==> src/design/adcc_pkg.sv <==
// Purpose: constants for the converter control register block
// Assumes: classic wishbone, 32-bit data, byte-wide registers in the low bits
// Notes: offsets are byte addresses of aligned words
package adcc_pkg;
  localparam logic [7:0] OFS_RESULT_HIGH = 8'h00;
  localparam logic [7:0] OFS_RESULT_LOW = 8'h04;
  localparam logic [7:0] OFS_CONTROL_MAIN = 8'h08;
  localparam logic [7:0] OFS_CONTROL_SELECT = 8'h0C;
  localparam logic [7:0] OFS_PIN_ENABLE = 8'h10;
  localparam logic [7:0] OFS_IRQ_STATUS = 8'h14;
  localparam logic [7:0] OFS_IRQ_MASK = 8'h18;
  // conv_control_main fields
  localparam int BIT_START = 7;
  localparam int BIT_BUSY = 6;
  localparam int BIT_POWER = 5;
  localparam int BIT_ALIGN = 4;
  // conv_control_select fields
  localparam int POS_SRC = 5;
  localparam int POS_REF = 3;
  localparam int POS_DIV = 0;
  localparam logic [7:0] RESET_BYTE = 8'h00;
  localparam int RESULT_W = 12;
  localparam int NUM_CH = 8;
  localparam logic [3:0] CH_LAST = 4'h7;
  localparam logic [2:0] SRC_BANDGAP = 3'h1;
  localparam logic [2:0] SRC_GND_LO = 3'h2;
  localparam logic [2:0] SRC_GND_HI = 3'h4;
  localparam logic [1:0] REF_SUPPLY = 2'h1;
  localparam int IRQ_DONE = 0;
  typedef enum logic [1:0] {
    ADCC_SRC_EXT = 2'b00,
    ADCC_SRC_BG = 2'b01,
    ADCC_SRC_GND = 2'b10
  } adcc_src_e;
endpackage

==> src/design/adcc_top.sv <==
// Purpose: register and control logic for one 12-bit converter
// Assumes: analog core gives a one-cycle done pulse with its result
// Notes: wishbone slave answers every access in one wait-free cycle
module adcc_top
  import adcc_pkg::*;
(
  input wire logic mclk_i, // system clock
  input wire logic srst_i, // synchronous reset, high
  input wire logic wb_cyc_i, // bus cycle
  input wire logic wb_stb_i, // bus strobe
  input wire logic wb_we_i, // write
  input wire logic [7:0] wb_adr_i, // byte address
  input wire logic [3:0] wb_sel_i, // byte enables
  input wire logic [31:0] wb_dat_i, // write data
  output logic [31:0] wb_dat_o, // read data
  output logic wb_ack_o, // acknowledge
  output logic wb_err_o, // unmapped access
  output logic irq_o, // interrupt level
  output logic conv_start_o, // pulse to core
  output logic conv_power_o, // core power enable
  output logic [NUM_CH-1:0] ext_channel_route_o, // one-hot mux, none if floating
  output logic [1:0] source_route_o, // adcc_src_e code
  output logic ref_from_supply_o, // reference is internal supply
  output logic conv_clk_en_o, // divided conversion clock tick
  output logic [NUM_CH-1:0] analog_pin_bits_o, // pins in analog mode
  output logic [NUM_CH-1:0] pull_high_allow_o, // pull-high permitted
  input wire logic conv_done_i, // core done pulse
  input wire logic [RESULT_W-1:0] conv_data_i // core result
);

  // ---------------------------------------------------------------
  // decoding
  // ---------------------------------------------------------------
  function automatic adcc_src_e src_decode(input logic [2:0] code);
    if (code == SRC_BANDGAP) begin
      return ADCC_SRC_BG;
    end else if (code >= SRC_GND_LO && code <= SRC_GND_HI) begin
      return ADCC_SRC_GND;
    end
    return ADCC_SRC_EXT;
  endfunction

  // one list of mapped offsets keeps ack and err exclusive
  function automatic logic reg_mapped(input logic [7:0] adr);
    logic m;
    m = 1'b0;
    case (adr)
      OFS_RESULT_HIGH, OFS_RESULT_LOW, OFS_CONTROL_MAIN, OFS_CONTROL_SELECT,
      OFS_PIN_ENABLE, OFS_IRQ_STATUS, OFS_IRQ_MASK: begin
        m = 1'b1;
      end
      default: begin
        m = 1'b0;
      end
    endcase
    return m;
  endfunction

  logic [7:0] ctl_q; // start, -, power, align, channel
  logic [7:0] sel_q;
  logic [7:0] pin_q;
  logic busy_q;
  logic [RESULT_W-1:0] result_q;
  logic [0:0] irq_stat_q;
  logic [0:0] irq_mask_q;
  logic [6:0] div_q;
  logic ack_q;

  logic acc;
  logic wr;
  logic hit;
  logic start_fall;
  logic done_ev;
  // err blocks a repeat, so it pulses once just like ack
  assign acc = wb_cyc_i & wb_stb_i & ~ack_q & ~wb_err_o;
  // writes land on the request edge, the same edge that raises ack
  assign wr = acc & wb_we_i & wb_sel_i[0];
  assign hit = reg_mapped(wb_adr_i);
  // write that takes start from high to low
  assign start_fall = wr && wb_adr_i == OFS_CONTROL_MAIN && ctl_q[BIT_START] &&
                      !wb_dat_i[BIT_START];
  assign done_ev = busy_q & conv_done_i;

  // ---------------------------------------------------------------
  // bus handshake
  // ---------------------------------------------------------------
  always_ff @(posedge mclk_i) begin
    if (srst_i) begin
      ack_q <= 1'b0;
      wb_err_o <= 1'b0;
    end else begin
      ack_q <= acc & hit;
      wb_err_o <= acc & ~hit;
    end
  end
  assign wb_ack_o = ack_q;

  // ---------------------------------------------------------------
  // control registers
  // ---------------------------------------------------------------
  always_ff @(posedge mclk_i) begin
    if (srst_i) begin
      ctl_q <= RESET_BYTE;
      sel_q <= RESET_BYTE;
      pin_q <= RESET_BYTE;
      irq_mask_q <= 1'b0;
    end else if (wr) begin
      unique case (wb_adr_i)
        OFS_CONTROL_MAIN: begin
          // busy position is never stored
          ctl_q <= {wb_dat_i[7], 1'b0, wb_dat_i[5:0]};
        end
        OFS_CONTROL_SELECT: begin
          sel_q <= wb_dat_i[7:0];
        end
        OFS_PIN_ENABLE: begin
          pin_q <= wb_dat_i[7:0];
        end
        OFS_IRQ_MASK: begin
          irq_mask_q <= wb_dat_i[0:0];
        end
        default: begin
        end
      endcase
    end
  end

  // ---------------------------------------------------------------
  // conversion sequencing
  // ---------------------------------------------------------------
  // start wins over a done in the same cycle, so no restart is lost
  always_ff @(posedge mclk_i) begin
    if (srst_i) begin
      busy_q <= 1'b0;
      conv_start_o <= 1'b0;
    end else begin
      conv_start_o <= start_fall;
      if (start_fall) begin
        busy_q <= 1'b1;
      end else if (conv_done_i) begin
        busy_q <= 1'b0;
      end
    end
  end

  // result kept through power-down; loads only on completion
  always_ff @(posedge mclk_i) begin
    if (srst_i) begin
      result_q <= '0;
    end else if (done_ev) begin
      result_q <= conv_data_i;
    end
  end

  // ---------------------------------------------------------------
  // interrupt: set wins over write-one clear
  // ---------------------------------------------------------------
  always_ff @(posedge mclk_i) begin
    if (srst_i) begin
      irq_stat_q <= 1'b0;
    end else if (done_ev) begin
      irq_stat_q[IRQ_DONE] <= 1'b1;
    end else if (wr && wb_adr_i == OFS_IRQ_STATUS && wb_dat_i[IRQ_DONE]) begin
      irq_stat_q[IRQ_DONE] <= 1'b0;
    end
  end
  assign irq_o = |(irq_stat_q & irq_mask_q);

  // ---------------------------------------------------------------
  // conversion clock divider
  // ---------------------------------------------------------------
  always_ff @(posedge mclk_i) begin
    if (srst_i || !ctl_q[BIT_POWER]) begin
      div_q <= '0;
    end else begin
      div_q <= div_q + 7'd1;
    end
  end
  logic [7:0] div_mask;
  assign div_mask = (8'h01 << sel_q[POS_DIV +: 3]) - 8'h01;
  // tick every 2^code system clocks
  assign conv_clk_en_o = ctl_q[BIT_POWER] && ((div_q & div_mask[6:0]) == 7'h00);

  // ---------------------------------------------------------------
  // analog routing
  // ---------------------------------------------------------------
  genvar g;
  generate
    for (g = 0; g < NUM_CH; g++) begin : g_route
      // codes 8..15 match nothing, input floats
      assign ext_channel_route_o[g] = (ctl_q[3:0] == 4'(g)) &&
                                      (ctl_q[3:0] <= CH_LAST);
      assign pull_high_allow_o[g] = ~pin_q[g];
    end
  endgenerate
  assign analog_pin_bits_o = pin_q;
  assign source_route_o = src_decode(sel_q[POS_SRC +: 3]);
  assign ref_from_supply_o = (sel_q[POS_REF +: 2] == REF_SUPPLY);
  assign conv_power_o = ctl_q[BIT_POWER];

  // ---------------------------------------------------------------
  // read data
  // ---------------------------------------------------------------
  logic [7:0] res_hi;
  logic [7:0] res_lo;
  always_comb begin
    if (ctl_q[BIT_ALIGN]) begin
      res_hi = {4'h0, result_q[11:8]};
      res_lo = result_q[7:0];
    end else begin
      res_hi = result_q[11:4];
      res_lo = {result_q[3:0], 4'h0};
    end
  end

  always_ff @(posedge mclk_i) begin
    if (srst_i) begin
      wb_dat_o <= 32'h0000_0000;
    end else if (acc && !wb_we_i) begin
      unique case (wb_adr_i)
        OFS_RESULT_HIGH: wb_dat_o <= {24'h00_0000, res_hi};
        OFS_RESULT_LOW: wb_dat_o <= {24'h00_0000, res_lo};
        OFS_CONTROL_MAIN: wb_dat_o <= {24'h00_0000, ctl_q[7], busy_q, ctl_q[5:0]};
        OFS_CONTROL_SELECT: wb_dat_o <= {24'h00_0000, sel_q};
        OFS_PIN_ENABLE: wb_dat_o <= {24'h00_0000, pin_q};
        OFS_IRQ_STATUS: wb_dat_o <= {31'h0000_0000, irq_stat_q};
        OFS_IRQ_MASK: wb_dat_o <= {31'h0000_0000, irq_mask_q};
        default: wb_dat_o <= 32'h0000_0000;
      endcase
    end
  end
endmodule

==> config.mk <==
export PLATFORM = sky130hd
export DESIGN_NAME = adcc_top
export DESIGN_NICKNAME = d
export VERILOG_FILES = /design/src/design/adcc_pkg.sv /design/src/design/adcc_top.sv
export SDC_FILE = /design/constraint.sdc
export NUM_CORES = 1
export LEC_CHECK = 0
export BUFFER_PORTS_ARGS = -buffer_cell sky130_fd_sc_hd__buf_2
export CELL_PAD_IN_SITES_DETAIL_PLACEMENT = 0
export CELL_PAD_IN_SITES_GLOBAL_PLACEMENT = 1
export CORE_MARGIN = 3
export CORE_UTILIZATION = 33
export CTS_CLUSTER_SIZE = 24
export DETAILED_ROUTE_END_ITERATION = 7
export PLACE_DENSITY_LB_ADDON = 0.1
export SYNTH_ARGS = -nofsm -noshare
export SYNTH_HDL_FRONTEND = slang
export SYNTH_SLANG_ARGS = --single-unit
==> constraint.sdc <==
create_clock -name mclk_i -period 2 [get_ports mclk_i]
set_clock_uncertainty 0.15 [all_clocks]
set_input_delay 0.1 -clock mclk_i [delete_from_list [all_inputs] [get_ports mclk_i]]
set_output_delay 0.1 -clock mclk_i [all_outputs]
set_load 0.01 [all_outputs]
==> metrics.txt <==
run status=finished clean; sum of overflow across all layers after global routing=0; worst rel slew slack=55.03%; buffers inserted by post-CTS timing repair=0; number of standard-cell rows in the floorplan=33; CP arrival=1.61 ns; total routing resource utilization after global routing=16.27%; final period demand of the worst path=1.855 ns; number of global-route vias before repair=2540; H-tree levels=2; met3 track utilization from global routing=2.619%; total negative slack for setup checks=0 ns; maximum VDD drop=264.3 uV; DR vias=2672; final hold violations=0; placed cells=518; first-pass GRT wire length=12890 um; height of the die=98.96 um; CTS Sinks=56; reg-to-reg slack, setup=0.19 ns; total number of nets in the final design=510; initial antenna violation count=0; share of the synthesized area in compound gates (AO/OA/AOI/OAI)=12.59%; relative contribution of combinational cells to total power=8.9%; most used cells in the layout excluding fill and tap cells=buf_2, dfxtp_1, nand2_1; P per Cell Area=554.2 mW/mm^2; worst slew pin tran=0.6689 ns; sequential cell area in the final layout=0.001121 mm^2; dpl cell area=0.003299 mm^2; synthesized netlist cell count=345; proportion of power drawn by the clock network=36.4%; Post-synth EDFFs=0; share of total power in sequential cells=54.7%; Avg Synthesized Cell Area=8.265 um^2; Post-Synth Simple-Gate Area=24.75%; main flop type after synthesis=dfxtp_1; leading cell type in the layout, fill and taps excluded=buf_2; sink of the worst hold path=wb_ack_o; count of warnings emitted by yosys=0; beginning of the worst hold path=wb_adr_i[6]; setup repair after global routing missed its margin=false; dominant combinational cell family by area after synthesis=simple AND/OR/NAND/NOR gates; post-detailed-route wirelength per cell=14.35 um; TritonCTS Buffers=5; maximum fanout count along the critical path=5; Highest Clock Rate=0.5390 GHz; Detailed Routing Iterations Pass 1=4; Final Non-Filler Cells=553; post-synthesis sequential element count=56; adder-cell share of the synthesized area=0.4388%; multi-input logic area=0.001536 mm^2; capturing element type of the critical path=output pin; Final Max Tran Viols=0; class of the worst hold path=primary input to flip-flop; Reg-to-Reg End=result_q[8]; placeable core region=0.008299 mm^2; clock tree from TritonCTS=yes; source-to-sink clock delay at the later pin of the worst-skew pair=0.31 ns; xor/xnor cell area share of the yosys netlist=1.536%; max-cap violations=0; drc violations=0; Port Buf Inserts=75; proportion of synthesized flip-flops having asynchronous set or reset=0%; multiplexer share of the synthesized area=11.32%; layout cells sized above 1=22.77%; Clock Tree Root=clkbuf_8; Switch Pwr=0.0004735 W; r2r worst-path depth=4; maximum number of buffers from clock root to sink=2; crit path kind=flip-flop to output pin; fin area=0.003680 mm^2; detailed-route vias per instance=4.832; cell internal pwr=0.001566 W; CP Launch Type=flip-flop; Detail Route Antenna Nets=0; Die W=98.96 um; met2 usage in global routing=27.22%; number of setup violations in the final report=0; share of the yosys chip area belonging to registers=39.32%; leakage power of the design=1.564 nW; maximum number of pins on one net before global-route repair=33; Syn Std Cell Area=0.002851 mm^2; Req. time, crit path=1.75 ns; Inserted Diodes=0; Crit Reg-Reg Startpoint=busy_q; wire length reported by the detailed router=7938 um; post-detail-place hpwl=5957 um; area overhead of the layout relative to synthesis=29.05%; number of fill cells in the layout=873; clock-pin slew reported for the worst setup and hold paths after clock tree synthesis=0.10 ns; Iteration-0 DRC Markers=116; final critical-path share of the clock period=92.76%; most crowded layer after global routing=met2; num ports=127; M1 GR Usage=22.24%; Synth cell types=49; GPL Wtd Cong=0.7395; effective utilization at floorplan=34.36%; Net Sw Frac=23.22%; Finished Core Util=44.34%; Die ar.=0.009792 mm^2; depth of the worst hold-timing path=4
## state kept, by name (all words and copies together), names as in the netlist, 7 cells and up
name,count
div_q,7
result_q,12
analog_pin_bits_o,8
wb_dat_o,8
sel_q,8
ctl_q,7
## power groups by stage
stage / Sequential (W) / Clock (W) / Combinational, W
final: 0.00112 / 0.000741 / 0.000182
after global routing: 0.00112 / 0.000803 / 0.000201
after CTS: 0.00112 / 0.000764 / 0.000183
after detailed placement: 0.00114 / 0 / 0.000148
after global placement: 0.00114 / 0 / 0.000149
after floorplan: 0.00114 / 0 / 0.000113
## synthesized netlist by cell type, types with 2 or more instances
cell / n / share of area [%]
mux2_2: 2 / 0.79
xor2_1: 2 / 0.61
o41ai_1: 2 / 0.61
o22ai_1: 5 / 1.1
nor2_1: 37 / 4.9
a221oi_1: 6 / 1.8
o21ai_0: 10 / 1.8
nand3_1: 15 / 2.6
nand4b_1: 2 / 0.61
xnor2_1: 3 / 0.92
and2_1: 3 / 0.66
buf_4: 24 / 6.3
dfxtp_1: 56 / 39
mux2i_1: 30 / 11
and3_1: 3 / 0.66
nor3_1: 6 / 1.1
inv_1: 10 / 1.3
nand2b_1: 6 / 1.3
buf_2: 4 / 0.70
nand2_1: 53 / 7.0
nor2b_1: 3 / 0.66
clkbuf_1: 12 / 1.6
a21oi_1: 24 / 4.2
a22o_1: 2 / 0.61
## layer usage
| layer | up-vias | routed length [um] |
|---|---|---|
| li1 | 1351 | - |
| met5 | - | 0 |
| met1 | 1243 | 3663 |
| met4 | 0 | 49 |
| met2 | 74 | 3817 |
| met3 | 4 | 407 |
## layout make-up
| type | count | area share (%) |
|---|---|---|
| well taps | 105 | 3.570 |
| clock buffers | 6 | 1.972 |
| inverters | 10 | 1.020 |
| multi-input cells | 262 | 41.75 |
| repair buffers | 112 | 20.27 |
| clock inverters | 2 | 0.9521 |
| flip-flops and latches | 56 | 30.47 |
## kinds of logic after synthesis
family | after synthesis
other | 1
and+or+nand+nor | 143
AOI/OAI and AO/OA | 57
xor gates and xnor gates | 5
adders and majority gates | 1
muxes | 32
DFF | 56
buffers and inverters | 50
## worst max-delay path by stage
stage,slack [ns],depth (start not counted),start,to
floorplan,0.23,5,wb_err_o,ctl_q[4]
global placement,0.16,7,wb_adr_i[5],analog_pin_bits_o[6]
detailed placement,0.17,6,wb_adr_i[3],wb_dat_o[5]
CTS,0.11,4,div_q[2],conv_clk_en_o
global route,0.01,4,div_q[0],conv_clk_en_o
finish,0.14,4,div_q[2],conv_clk_en_o
## critical path: stages, from the launching register on
cell and delay (ns):
dfxtp_1 0.36, a21o_1 0.16, a221o_1 0.29, a221oi_1 0.30, buf_2 0.19
## repair_timing
action,4_1_cts,5_1_grt
endpoints found under the setup margin,0,1
hold buffers,27,0
gates resized for setup,0,1
hold endpoints to repair,40,0
## metrics by stage
stage	power (W)	hold WS, ns	setup slack (ns)
after floorplan	0.001255	0.08597	0.2340
after global placement	0.001291	0.1949	0.1614
after detailed placement	0.001290	0.1972	0.1709
after CTS	0.002063	0.005145	0.1068
after global routing	0.002121	0.02946	0.01463
final	0.002039	0.009291	0.1449
No activity file was read; power rests on OpenSTA's default activity.
